[src/core/plg_pkg.sv]
package plg_pkg;

  // ----------------------------------------------------------------
  // register map
  // ----------------------------------------------------------------
  localparam logic [7:0] ADDR_PULSE = 8'h8e;
  localparam logic [7:0] ADDR_CTRL = 8'h8f;
  localparam logic [7:0] ADDR_CFG2 = 8'h90;
  localparam logic [7:0] ADDR_CLR_PROX = 8'he5;
  localparam logic [7:0] ADDR_CLR_CLEAR = 8'he6;
  localparam logic [7:0] ADDR_CLR_ALL = 8'he7;

  localparam logic [7:0] RST_PULSE = 8'h00;
  localparam logic [7:0] RST_CTRL = 8'h00;
  localparam logic [7:0] RST_CFG2 = 8'h01;

  // ----------------------------------------------------------------
  // field layouts, msb first
  // ----------------------------------------------------------------
  typedef struct packed {
    logic [1:0] width;
    logic [5:0] count;
  } plg_pulse_t;

  typedef struct packed {
    logic [1:0] drive;
    logic route;
    logic invert;
    logic [1:0] prox_gain;
    logic [1:0] cgain;
  } plg_ctrl_t;

  typedef struct packed {
    logic prox_sat_irq_en;
    logic clear_sat_irq_en;
    logic [1:0] boost;
    logic [3:0] rsvd;
  } plg_cfg2_t;

  // one host access decoded by the serial slave
  typedef struct packed {
    logic wr;
    logic cmd;
    logic [7:0] addr;
    logic [7:0] data;
  } plg_acc_t;

  // ----------------------------------------------------------------
  // timing
  // ----------------------------------------------------------------
  localparam int CLK_MHZ = 125;
  localparam int BASE_WIDTH_NS = 4000;
  localparam int LED_EXT_PS = 1360000;
  localparam int PULSE_GAP_NS = 4000;
  localparam int BASE_CYC = BASE_WIDTH_NS * CLK_MHZ / 1000;
  localparam int EXT_CYC = (LED_EXT_PS * CLK_MHZ + 999999) / 1000000;
  localparam int GAP_CYC = PULSE_GAP_NS * CLK_MHZ / 1000;
  localparam int CNT_W = 13;

  // drive scale in eighths of nominal: full drive is 8
  localparam logic [3:0] DRIVE_FULL = 4'h8;

endpackage : plg_pkg

[src/core/plg_i2c_slave.sv]
`timescale 1ns/1ps
module plg_i2c_slave #(
  parameter logic [6:0] DEV_ADDR = 7'h2a  // arbitrary
) (
  input wire logic clk_in,
  input wire logic srst_in,
  input wire logic scl_in,
  input wire logic sda_in,
  output logic sda_oe_out,
  output plg_pkg::plg_acc_t acc_out,
  output logic [7:0] ptr_out,
  input wire logic [7:0] rdata_in
);

  typedef enum logic [2:0] {
    ST_IDLE, ST_ADDR, ST_ACK_WAIT, ST_ACK, ST_WRITE, ST_READ, ST_RACK,
    ST_RWAIT
  } plg_i2c_st_t;

  plg_i2c_st_t state;
  logic scl_s1, scl_s2, scl_q, sda_s1, sda_s2, sda_q;
  logic [2:0] bit_cnt;
  logic [7:0] shreg;
  logic is_read, first;

  wire rise = scl_s2 & ~scl_q;
  wire fall = ~scl_s2 & scl_q;
  wire start_c = scl_s2 & scl_q & sda_q & ~sda_s2;
  wire stop_c = scl_s2 & scl_q & ~sda_q & sda_s2;
  wire [7:0] byte_in = {shreg[6:0], sda_s2};
  wire byte_done = rise & (bit_cnt == 3'h7);

  always_ff @(posedge clk_in)
  begin
    scl_s1 <= scl_in;
    scl_s2 <= scl_s1;
    scl_q <= scl_s2;
    sda_s1 <= sda_in;
    sda_s2 <= sda_s1;
    sda_q <= sda_s2;
  end

  always_ff @(posedge clk_in)
  begin
    acc_out <= '0;
    if (srst_in)
    begin
      state <= ST_IDLE;
      bit_cnt <= 3'h0;
      shreg <= 8'h00;
      is_read <= 1'b0;
      first <= 1'b0;
      ptr_out <= 8'h00;
      sda_oe_out <= 1'b0;
    end
    else if (start_c)
    begin
      state <= ST_ADDR;
      bit_cnt <= 3'h0;
      first <= 1'b1;
      sda_oe_out <= 1'b0;
    end
    else if (stop_c)
    begin
      state <= ST_IDLE;
      sda_oe_out <= 1'b0;
    end
    else
    begin
      case (state)
        ST_ADDR, ST_WRITE:
          if (rise)
          begin
            shreg <= byte_in;
            bit_cnt <= bit_cnt + 3'h1;
            if (byte_done && state == ST_ADDR)
            begin
              is_read <= sda_s2;
              state <= (byte_in[7:1] == DEV_ADDR) ? ST_ACK_WAIT : ST_IDLE;
            end
            else if (byte_done)
            begin
              // a pointer byte is itself an access: commands live here
              acc_out <= '{wr: ~first, cmd: first, addr: first ?
                byte_in : ptr_out, data: byte_in};
              ptr_out <= first ? byte_in : ptr_out + 8'h01;
              first <= 1'b0;
              state <= ST_ACK_WAIT;
            end
          end
        ST_ACK_WAIT:
          if (fall)
          begin
            sda_oe_out <= 1'b1;
            state <= ST_ACK;
          end
        ST_ACK, ST_RWAIT:
          if (fall)
          begin
            bit_cnt <= 3'h0;
            if (is_read)
            begin
              shreg <= rdata_in;
              ptr_out <= ptr_out + 8'h01;
              sda_oe_out <= ~rdata_in[7];
              state <= ST_READ;
            end
            else
            begin
              sda_oe_out <= 1'b0;
              state <= ST_WRITE;
            end
          end
        ST_READ:
          if (fall)
          begin
            bit_cnt <= bit_cnt + 3'h1;
            shreg <= {shreg[6:0], 1'b0};
            sda_oe_out <= (bit_cnt == 3'h7) ? 1'b0 : ~shreg[6];
            if (bit_cnt == 3'h7)
              state <= ST_RACK;
          end
        ST_RACK:
          if (rise)
            state <= sda_s2 ? ST_IDLE : ST_RWAIT;
        default:
          state <= ST_IDLE;
      endcase
    end
  end

endmodule : plg_i2c_slave

[src/core/plg_regs.sv]
`timescale 1ns/1ps
module plg_regs #(
  parameter logic [6:0] DEV_ADDR = 7'h2a  // arbitrary
) (
  input wire logic clk_in,
  input wire logic srst_in,
  input wire logic scl_in,
  input wire logic sda_in,
  output logic sda_out,
  output logic sda_oe_out,
  input wire logic prox_burst_start_in,
  input wire logic prox_sat_event_in,
  input wire logic clear_sat_event_in,
  input wire logic prox_engine_on_in,
  input wire logic color_engine_on_in,
  output logic led_drive_pin_out,
  output logic prox_integrate_out,
  output logic prox_burst_busy_out,
  output logic [5:0] led_current_level_out,
  output logic [3:0] prox_gain_out,
  output logic [6:0] color_gain_out,
  output logic prox_sat_flag_out,
  output logic clear_sat_flag_out,
  output logic irq_n_out
);

  typedef enum logic [1:0] {PS_IDLE, PS_ON, PS_GAP} plg_pstate_t;

  function automatic logic [12:0] on_cycles(input logic [1:0] w);
    on_cycles = 13'(plg_pkg::BASE_CYC << w) + 13'(plg_pkg::EXT_CYC);
  endfunction : on_cycles

  function automatic logic [12:0] int_cycles(input logic [1:0] w);
    int_cycles = 13'(plg_pkg::BASE_CYC << w);
  endfunction : int_cycles

  // ----------------------------------------------------------------
  // host access
  // ----------------------------------------------------------------
  plg_pkg::plg_acc_t acc;
  plg_pkg::plg_pulse_t pulse_r;
  plg_pkg::plg_ctrl_t ctrl_r;
  plg_pkg::plg_cfg2_t cfg2_r;
  logic [7:0] ptr;
  logic [7:0] rdata;

  plg_i2c_slave #(
    .DEV_ADDR(DEV_ADDR)
  ) u_slave (
    .clk_in(clk_in),
    .srst_in(srst_in),
    .scl_in(scl_in),
    .sda_in(sda_in),
    .sda_oe_out(sda_oe_out),
    .acc_out(acc),
    .ptr_out(ptr),
    .rdata_in(rdata)
  );

  assign sda_out = 1'b0;

  wire hit_pulse = ptr == plg_pkg::ADDR_PULSE;
  wire hit_ctrl = ptr == plg_pkg::ADDR_CTRL;
  wire hit_cfg2 = ptr == plg_pkg::ADDR_CFG2;
  // unmapped addresses read as zero
  assign rdata = hit_pulse ? pulse_r :
                 hit_ctrl ? ctrl_r :
                 hit_cfg2 ? cfg2_r : 8'h00;

  wire acc_any = acc.wr | acc.cmd;
  wire clr_prox = acc_any & (acc.addr == plg_pkg::ADDR_CLR_PROX ||
                             acc.addr == plg_pkg::ADDR_CLR_ALL);
  wire clr_clear = acc_any & (acc.addr == plg_pkg::ADDR_CLR_CLEAR ||
                              acc.addr == plg_pkg::ADDR_CLR_ALL);

  always_ff @(posedge clk_in)
  begin
    if (srst_in)
    begin
      pulse_r <= plg_pkg::RST_PULSE;
      ctrl_r <= plg_pkg::RST_CTRL;
      cfg2_r <= plg_pkg::RST_CFG2;
    end
    else if (acc.wr)
    begin
      // reserved bits stored as written; keeping them is up to the host
      if (acc.addr == plg_pkg::ADDR_PULSE)
        pulse_r <= acc.data;
      else if (acc.addr == plg_pkg::ADDR_CTRL)
        ctrl_r <= acc.data;
      else if (acc.addr == plg_pkg::ADDR_CFG2)
        cfg2_r <= acc.data;
    end
  end

  // ----------------------------------------------------------------
  // saturation flags and interrupt pin
  // ----------------------------------------------------------------
  // a saturation event wins over a clear in the same cycle
  wire next_prox_flag = prox_sat_event_in |
    (prox_sat_flag_out & ~clr_prox & prox_engine_on_in);
  wire next_clear_flag = clear_sat_event_in |
    (clear_sat_flag_out & ~clr_clear & color_engine_on_in);
  wire irq_req = (prox_sat_flag_out & cfg2_r.prox_sat_irq_en) |
                 (clear_sat_flag_out & cfg2_r.clear_sat_irq_en);

  // ----------------------------------------------------------------
  // led pulse burst
  // ----------------------------------------------------------------
  plg_pstate_t pstate, next_pstate;
  logic [12:0] cnt, next_cnt;
  logic [5:0] left, next_left;
  logic [1:0] wsel, next_wsel;

  always_comb
  begin
    next_pstate = pstate;
    next_cnt = cnt + 13'h1;
    next_left = left;
    next_wsel = wsel;
    case (pstate)
      PS_IDLE:
      begin
        next_cnt = 13'h0;
        if (prox_burst_start_in)
        begin
          next_pstate = PS_ON;
          next_left = pulse_r.count;
          next_wsel = pulse_r.width;
        end
      end
      PS_ON:
        if (cnt == on_cycles(wsel) - 13'h1)
        begin
          next_cnt = 13'h0;
          next_pstate = (left == 6'h0) ? PS_IDLE : PS_GAP;
        end
      PS_GAP:
        if (cnt == 13'(plg_pkg::GAP_CYC - 1))
        begin
          next_cnt = 13'h0;
          next_left = left - 6'h1;
          next_pstate = PS_ON;
        end
      default:
        next_pstate = PS_IDLE;
    endcase
  end

  wire next_led = next_pstate == PS_ON;
  wire next_integ = next_led & (next_cnt < int_cycles(next_wsel));

  // current in sixteenths of nominal: drive scale times boost halves
  wire [3:0] drive_base = plg_pkg::DRIVE_FULL >> ctrl_r.drive;
  wire [2:0] boost_half = (cfg2_r.boost == 2'h3) ? 3'h6 :
                          3'(cfg2_r.boost) + 3'h2;

  always_ff @(posedge clk_in)
  begin
    if (srst_in)
    begin
      pstate <= PS_IDLE;
      cnt <= 13'h0;
      left <= 6'h0;
      wsel <= 2'h0;
      led_drive_pin_out <= 1'b0;
      prox_integrate_out <= 1'b0;
      prox_burst_busy_out <= 1'b0;
      led_current_level_out <= 6'h0;
      prox_gain_out <= 4'h1;
      color_gain_out <= 7'h01;
      prox_sat_flag_out <= 1'b0;
      clear_sat_flag_out <= 1'b0;
      irq_n_out <= 1'b1;
    end
    else
    begin
      pstate <= next_pstate;
      cnt <= next_cnt;
      left <= next_left;
      wsel <= next_wsel;
      led_drive_pin_out <= next_led;
      prox_integrate_out <= next_integ;
      prox_burst_busy_out <= next_pstate != PS_IDLE;
      // widen first: 8 x 6 overflows a 4-bit product
      led_current_level_out <= 6'(drive_base) * 6'(boost_half);
      prox_gain_out <= 4'h1 << ctrl_r.prox_gain;
      color_gain_out <= 7'h01 << {ctrl_r.cgain, 1'b0};
      prox_sat_flag_out <= next_prox_flag;
      clear_sat_flag_out <= next_clear_flag;
      // routed pattern follows the led pin; otherwise active-low request
      irq_n_out <= ctrl_r.route ? (next_led ^ ctrl_r.invert)
                                : ~irq_req;
    end
  end

  logic [6:0] rise_cnt;
  logic [5:0] burst_total;
  logic led_q;
  // count latched apart from the design's own down-counter
  always_ff @(posedge clk_in)
  begin
    led_q <= led_drive_pin_out;
    if (pstate == PS_IDLE)
      burst_total <= pulse_r.count;
    if (srst_in || pstate == PS_IDLE)
      rise_cnt <= 7'h0;
    else if (led_drive_pin_out & ~led_q)
      rise_cnt <= rise_cnt + 7'h1;
  end
endmodule : plg_regs

[config.mk]
export PLATFORM = sky130hd
export DESIGN_NAME = plg_regs
export DESIGN_NICKNAME = d
export VERILOG_FILES = /design/src/core/plg_pkg.sv /design/src/core/plg_i2c_slave.sv /design/src/core/plg_regs.sv
export SDC_FILE = /design/constraint.sdc
export NUM_CORES = 1
export LEC_CHECK = 0
export ABC_AREA = 1
export ABC_CLOCK_PERIOD_IN_PS = 4500
export BUFFER_PORTS_ARGS = -buffer_cell sky130_fd_sc_hd__buf_2
export CAP_MARGIN = 20
export CORE_AREA = 2 2 123 125
export CTS_CLUSTER_DIAMETER = 40
export DETAILED_ROUTE_END_ITERATION = 8
export DIE_AREA = 0 0 125 127
export GPL_ROUTABILITY_DRIVEN = 0
export MAX_ROUTING_LAYER = met4
export PLACE_DENSITY_LB_ADDON = 0.1
export SYNTH_ARGS = -nofsm -noshare
export SYNTH_HDL_FRONTEND = slang
export SYNTH_SLANG_ARGS = --single-unit
[constraint.sdc]
create_clock -name clk_in -period 4.5 [get_ports clk_in]
set_clock_uncertainty 0.05 [all_clocks]
set_input_delay 0.9 -clock clk_in [delete_from_list [all_inputs] [get_ports clk_in]]
set_output_delay 0.9 -clock clk_in [all_outputs]
set_load 0.02 [all_outputs]
# Yosys cells after proc, flatten, opt, wreduce, memory -nomap -nowiden
# Cells that the tools add are included.
# classes
bitwise,39
eq_ne,45
n_reduce_logical,30
multipliers,1
n_lt_le_gt_ge,1
n_addsub,7
n_mux,61
shifts,5
# op_table
operator,n
$mux W8,10
$eq A8 B8 Y1 const B,9
$mux W3,13
$pmux W13 S3,1
$mux W7,4
$mux W13,2
$shl A9 B2 Y13 const A,2
$ne A4 B1 Y1 const B,6
$pmux W7 S3,1
$reduce_and A7 Y1,3
$ne A2 B1 Y1 const B,10
$and A1 B1 Y1,17
$not A1 Y1,17
$pmux W8 S2,1
$eq A3 B3 Y1 const B,5
$mux W1,15
$pmux W3 S5,1
$reduce_and A5 Y1,3
$mux W2,7
$add A13 B1 Y13 const B,1
$add A13 B9 Y13 const B,1
$eq A13 B13 Y1,1
$eq A13 B9 Y1 const B,1
$lt A13 B13 Y1,1
37 further kinds,57
# totals
output_inout_bits,25
in_bits,9
word_cells,231
register_bits,118

# Logic depth before layout (Yosys ltp)
# Gate-level depths: netlist of run 1.
# depth
word_depth,9
depth_mapped,21
mapped_depth_nobuf,21

# Cells and area by module
# From an unflattened synthesis of run 1, not the netlist that was laid out.
# unflattened
cells_unflattened,835
area_unflattened_um2,5928.2
# modules_own_cells
mod,cells_per_inst,area_per_inst_um2,seq_area_each_um2,instances
plg_regs,519,3627.2,1341.3,1
plg_i2c_slave,316,2301.0,960.9,1

# Least setup slack after synthesis of run 1
# OpenSTA, ideal clock, no wires.
# synth_timing
path_type,input to register
from,input prox_burst_start_in
to,register prox_integrate_out
t_required_ps,4380
slack_ps,1948
path_buffers,0
t_arrival_ps,2432
path_stages,11
setup_time_ps,70
cell_sequence,nand3_1 o21ai_0 nand2_1 ha_1 o21ai_0 nand2_1 a21oi_1 o21ai_0 nand3_1 nand2_1 a21oi_1
# synth_between
elab_chain_len,5
word_cells_on_any_way,8
classes_between,order compare (1); eq/ne (1); shift (1); mux (4); bitwise (1)
# synth_lines
element,line_no,source
start: declaration,plg_regs.sv:11,"input wire logic prox_burst_start_in,"
$mux W2,plg_regs.sv:125,if (prox_burst_start_in)
$mux W2,plg_regs.sv:121,case (pstate)
$shl A9 B2 Y13,plg_regs.sv:34,int_cycles = 13'(plg_pkg::BASE_CYC << w);
$lt A13 B13 Y1,plg_regs.sv:151,wire next_integ = next_led & (next_cnt < int_cycles(next_wsel));
$and A1 B1 Y1 *,plg_regs.sv:151,
end signal: assignment,plg_regs.sv:183,prox_integrate_out <= next_integ;
end: declaration,plg_regs.sv:17,"output logic prox_integrate_out,"
# Mark *: on every way between the ends. The rest lies on a longest branch, timed or not.
# A chain may end at the register's enable or synchronous reset.

# Worst setup path in the final report of run 1
# Same ends and word-level chain as after synthesis.

==> results of run 1 <==
[flip-flops by register name, indices dropped and copies added (netlist names), 3 cells and up]
| signal | cells |
|---|---|
| cnt | 13 |
| u_slave.bit_cnt | 3 |
| led_current_level_out | 6 |
| prox_gain_out | 4 |
| u_slave.state | 3 |
| ctrl_r | 8 |
| u_slave.acc_out | 18 |
| left | 6 |
| u_slave.ptr_out | 8 |
| u_slave.shreg | 7 |
| cfg2_r | 8 |
| color_gain_out | 4 |
| pulse_r | 8 |
[metrics by stage]
stage	total power, mW	instances	area, um^2
floorplan	1.42	769	5680
global placement	1.48	962	5940
detailed placement	1.48	962	5940
CTS	2.77	993	6500
global route	2.87	993	6500
finish	2.75	993	6500
[report_power, final]
part	switching, mW	internal [mW]	total, mW
Sequential	0.0529	1.07	1.13
Combinational	0.227	0.110	0.337
Clock	0.484	0.801	1.29
[layout make-up]
| type | count | area, um^2 |
|---|---|---|
| fillers | 1488 | 7920 |
| well taps | 184 | 230 |
| clock buffers | 20 | 467 |
| inverters | 124 | 465 |
| repair buffers | 30 | 153 |
| multi-input cells | 509 | 2790 |
| clock inverters | 11 | 103 |
| flip-flops and latches | 115 | 2300 |
[final timing paths]
kind / startpoint / endpoint
min: u_slave.sda_s1 / u_slave.sda_s2
max reg2reg: cnt[0] / prox_integrate_out
max: prox_burst_start_in / prox_integrate_out
min reg2reg: u_slave.sda_s1 / u_slave.sda_s2
[kinds of logic after synthesis]
kind of cell,share of synthesized area
compound gates,0.177
xor+xnor,0.0216
fa+ha+maj,0.0592
buf+inv,0.104
flops,0.406
other cells,0.000662
simple gates,0.231
[cells in the final DEF, fill, tap and decap left out, types with 2 or more instances in the layout]
cell type	n
fa_1	3
o21ai_1	6
nand3_1	32
xnor2_1	2
nor3_1	13
inv_1	120
nor4_1	4
buf_2	29
xor2_1	12
a211oi_1	2
nand3_2	2
ha_1	22
a31oi_1	9
dfxtp_1	115
conb_1	4
a21oi_4	2
a21oi_1	54
nand2_2	3
inv_2	4
nor2_4	5
a21oi_2	2
nand2_4	4
a22oi_1	2
o21ai_0	64
nand2_1	116
or2_2	3
clkinvlp_4	3
o211ai_1	13
nor2_2	2
inv_6	3
clkbuf_8	3
nor2_1	97
clkbuf_16	17
nand4_1	11
o22ai_1	11
clkinv_2	3
[routing by layer]
layer  global-route usage  share of wire  wire length [um]
met5                    -              0                 0
met4               0.0595          0.011               155
met3               0.0389          0.039               529
met2                0.289           0.47              6290
met1                0.235           0.48              6540
==> flow_summary.ini, run 1 <==
[sta]
finalSetupTns_ns = 0
setup_violations = 0
drv_slew = 0
worst_pin_slew_ns = 0.778
finalCritPeriodShare = 0.584
fin_ws_ns = 1.87
rsz0062_at_grt = no
fin_crit_ns = 2.63
max-slew-margin-rel = 0.480
timing.final.hold_violations = 0
hold_slack_ns = 0.276
fmax_mhz = 381

[synthesis]
syn_area_per_cell_um2 = 7.40
yosysMostFrequentCell = inv_1
synth_edf_count = 0
synth-seq-cells = 115
syn_area_um2 = 5670
synthDominantCellAreaShare = 0.406
netlist_top_cells_area = dfxtp_1 (41%), inv_1 (8.0%), nand2_1 (7.7%), nor2_1 (6.4%), o21ai_0 (5.7%)
synth_flop_cell = dfxtp_1
netlist-cell-type-count = 44
ys_warn_count = 0
synthArstFlopShare = 0
ys_seq_area_frac = 0.406
synth.largest_area_cell = dfxtp_1
netlist_instances = 766
synth_common_cells = inv_1 (120), nand2_1 (116), dfxtp_1 (115)

[critical_path]
end_kind = flip-flop
path_depth = 12
path_cells = buf_2 -> nand3_1 -> o21ai_0 -> nand2_1 -> ha_1 -> o21ai_0 -> nand2_1 -> a21oi_1 -> o21ai_0 -> nand3_1 -> nand2_1 -> a21oi_1
cpLargestDelayFamily = compound AO/OA/AOI/OAI gates
max_stage_delay_ns = 0.53
cp_num_buf_inv = 1
crit_path_max_fanout = 8
cp_data_required_time_ns = 4.79
crit_type = primary input to flip-flop
critPathArrivalTime_ns = 2.92
reg2regPathDepth = 20
cp_slowest_cell = o21ai_0
worst_setup_path_start_kind = primary input
r2r_slack_ns = 1.92

[floorplan]
io_pins = 34
fp.dieH_um = 127
start_util = 0.393
dieArea_um2 = 15900
core_um2 = 14400
die_w_um = 125
rows = 44

[routing]
drtIter0Drc = 365
vias = 4967
viasPerCell = 5.00
drtPass1Iterations = 5
routed_wl_um = 13500
detail_route.wl_per_cell_um = 13.6
drc = 0
antenna_left = 0

[finish]
fin_util = 0.451
layout.nets = 831
areaGrowthSynthToFinish_pct = 14.8
num_antenna_cells = 0
drive_gt1_frac = 0.114

[cts]
post_cts_buffers = 0
clk_pin_slew_ns = 0.06
cts_root_buf = clkbuf_16
cts_max_level = 4
cts_resized = 0
ctsLongestPathBuffers = 2
tritoncts = built
cts_num_sinks = 115
cts_buffers = 17
clock_latency_ns = 0.41
holdBufCountCts = 0

[outcome]
status = finished, final reports clean

[grt]
antenna_found_initial = 0
grt_pass1_vias = 4586
grt.total_usage = 0.183
grt_overflow = 0
grt_max_degree = 42
grt_first_pass_wirelength_um = 22700

[power]
p_per_area_nw_per_um2 = 423
ir_drop_mv = 0.247
p_leak_nw = 2.77

[run]
maxCapViolations = 0

[min_path]
hold_path.class = flip-flop to flip-flop
holdPathStages = 0

[place]
dp_slack_ns = 1.45
port_buffers = 29
hpwl_um = 10100
Power figures use the tool's default switching activity.
==> run 2: changes to the inputs <==
--- a/config.mk
+++ b/config.mk
@@ -6,7 +6,7 @@
 export NUM_CORES = 1
 export LEC_CHECK = 0
 export ABC_AREA = 1
-export ABC_CLOCK_PERIOD_IN_PS = 4500
+export ABC_CLOCK_PERIOD_IN_PS = 2700
 export BUFFER_PORTS_ARGS = -buffer_cell sky130_fd_sc_hd__buf_2
 export CAP_MARGIN = 20
 export CORE_AREA = 2 2 123 125
==> constraint.sdc (replaced) <==
create_clock -name clk_in -period 2.7 [get_ports clk_in]
set_clock_uncertainty 0.05 [all_clocks]
set_input_delay 0.54 -clock clk_in [delete_from_list [all_inputs] [get_ports clk_in]]
set_output_delay 0.54 -clock clk_in [all_outputs]
set_load 0.02 [all_outputs]
==> run 2 against run 1 <==
Sequential power up 66%. Combinational power up 71%. Critical path type is now flip-flop to flip-flop. Largest power group unchanged. Sequential share of layout area down 0.70 points. Via count down 0.12%. Clock-buffer cell count up 1. Non-clock buffer count up 12. Power up 72%. Largest cell class unchanged.
==> flow_summary.ini, run 2 (same netlist as run 1, synthesis figures left out) <==
[routing]
vias = 4961
wl_met1_um = 6460
antenna_left = 0
viasPerCell = 4.94
top_layer = met4
drc = 0
drtPass1Iterations = 6
routed_wl_um = 13600
met2_length_um = 6330
drtIter0Drc = 344
detail_route.wl_per_cell_um = 13.6
wl_met3_um = 656

[floorplan]
start_util = 0.393
fp.dieH_um = 127
rows = 44
io_pins = 34
core_um2 = 14400
dieArea_um2 = 15900
die_w_um = 125

[critical_path]
crit_path_max_fanout = 8
worstReg2RegStart = cnt[6]
max_stage_delay_ns = 0.37
crit_type = flip-flop to flip-flop
path_cells = nand2_2 -> nor2_4 -> inv_1 -> nor2_2 -> a21oi_4 -> nor2_4 -> nand2_4 -> nand3_2 -> inv_1 -> ha_1 -> o21ai_1 -> nand2_1 -> a21oi_1 -> o21ai_0 -> nand3_1 -> nand2_1 -> a21oi_2
cp_slowest_cell = dfxtp_1
reg2regPathDepth = 17
end_kind = flip-flop
worst_setup_path_start_kind = flip-flop
cp_data_required_time_ns = 3.00
critPathArrivalTime_ns = 2.72
r2r_slack_ns = 0.28
r2r_end = prox_integrate_out

[sta]
rsz0062_at_grt = no
fmax_mhz = 414
timing.final.hold_violations = 0
fin_crit_ns = 2.42
fin_ws_ns = 0.283
max-slew-margin-rel = 0.625
drv_slew = 0
worst_pin_slew_ns = 0.562
finalCritPeriodShare = 0.895
finalSetupTns_ns = 0
setup_violations = 0

[grt]
grt_first_pass_wirelength_um = 23300
antenna_found_initial = 0
grt_max_degree = 28
grt_overflow = 0
grt.total_usage = 0.189
grt_pass1_vias = 4839

[run]
maxCapViolations = 0

[power]
total_power_mw = 4.74
p_per_area_nw_per_um2 = 714
ir_drop_mv = 0.455
p_leak_nw = 2.84

[cts]
ctsLongestPathBuffers = 2
cts_num_sinks = 115
clock_latency_ns = 0.42
cts_root_buf = clkbuf_16
cts_max_level = 4
clk_pin_slew_ns = 0.05
cts_buffers = 17
tritoncts = built

[place]
placed_cell_area_um2 = 6000
hpwl_um = 10200
dp_slack_ns = 0.183
port_buffers = 29

[finish]
layout.nets = 843
final_common_cell = inv_1
areaGrowthSynthToFinish_pct = 17.2
reg.largest.list = u_slave.acc_out: 18 flops, cnt: 13 flops
largest_reg_flops = 18
num_antenna_cells = 0
regMostFlops = u_slave.acc_out
layout_common_cells = inv_1 (120), nand2_1 (116), dfxtp_1 (114), nor2_1 (96), o21ai_0 (63)
drive_gt1_frac = 0.130
final_cell_area_um2 = 6640

[min_path]
hold_path_end = u_slave.sda_s1
worstHoldStart = sda_in
hold_path.class = primary input to flip-flop
holdPathStages = 1

[outcome]
status = finished, final reports clean
run 2: changes by cell type in the layout (fill, tap and decap cells not counted), moves of 2 or more:
cell,previous run,this run
buf_4,1,13
inv_6,3,0
bufinv_16,1,3
clkinv_2,3,5
clkinvlp_4,3,1
run 2: cell type report:
type / instances / area (um^2)
multi-input cells: 509 / 2800
inverters: 124 / 465
flip-flops and latches: 115 / 2300
fillers: 1444 / 7780
well taps: 184 / 230
repair buffers: 42 / 243
clock buffers: 21 / 470
clock inverters: 10 / 131
run 2: worst max-delay path: cells and delay by family (launching register included):
kind / cells / cell delay, ns
AOI/OAI and AO/OA: 5 / 0.54
adders and majority gates: 1 / 0.29
buffers and inverters: 2 / 0.13
DFF: 1 / 0.37
and+or+nand+nor: 9 / 0.98
run 2: per-layer routing:
layer,global-route usage,up-vias
met2,0.303,100
met3,0.0561,18
met1,0.234,2255
met5,-,-
li1,-,2588
met4,0.0549,0
run 2: how the worst max path moves through the flow:
stage,slack [ns],cells after the start,start,to
2_1_floorplan,0.49,20,cnt[0],prox_integrate_out
3_3_place_gp,0.31,20,cnt[0],prox_integrate_out
3_5_place_dp,0.18,20,cnt[0],prox_integrate_out
4_1_cts,0.16,20,cnt[0],prox_integrate_out
5_1_grt,0.008,21,cnt[1],prox_integrate_out
6_report,0.28,17,cnt[6],prox_integrate_out
run 2: repair_timing:
item                                    4_1_cts  5_1_grt
gates resized for setup                       0        5
endpoints found under the setup margin        0        1
hold buffers                                  0        0
setup buffers                                 0        4
run 2: power breakdown:
group          total [mW]  leakage, nW  internal [mW]  switching [mW]
Sequential           1.88        0.933           1.79          0.0900
Clock                2.28        0.298           1.51           0.775
Combinational       0.576         1.61          0.195           0.382
Total                4.74         2.84           3.49            1.25
run 2: per-stage QoR:
| stage | util | hold slack [ns] | std cells |
|---|---|---|---|
| finish | 0.460 | 0.175 | 1005 |
| global route | 0.460 | 0.149 | 1005 |
| CTS | 0.457 | 0.158 | 1001 |
| detailed placement | 0.416 | 0.262 | 970 |
| global placement | 0.416 | 0.262 | 970 |
| floorplan | - | 0.260 | 769 |
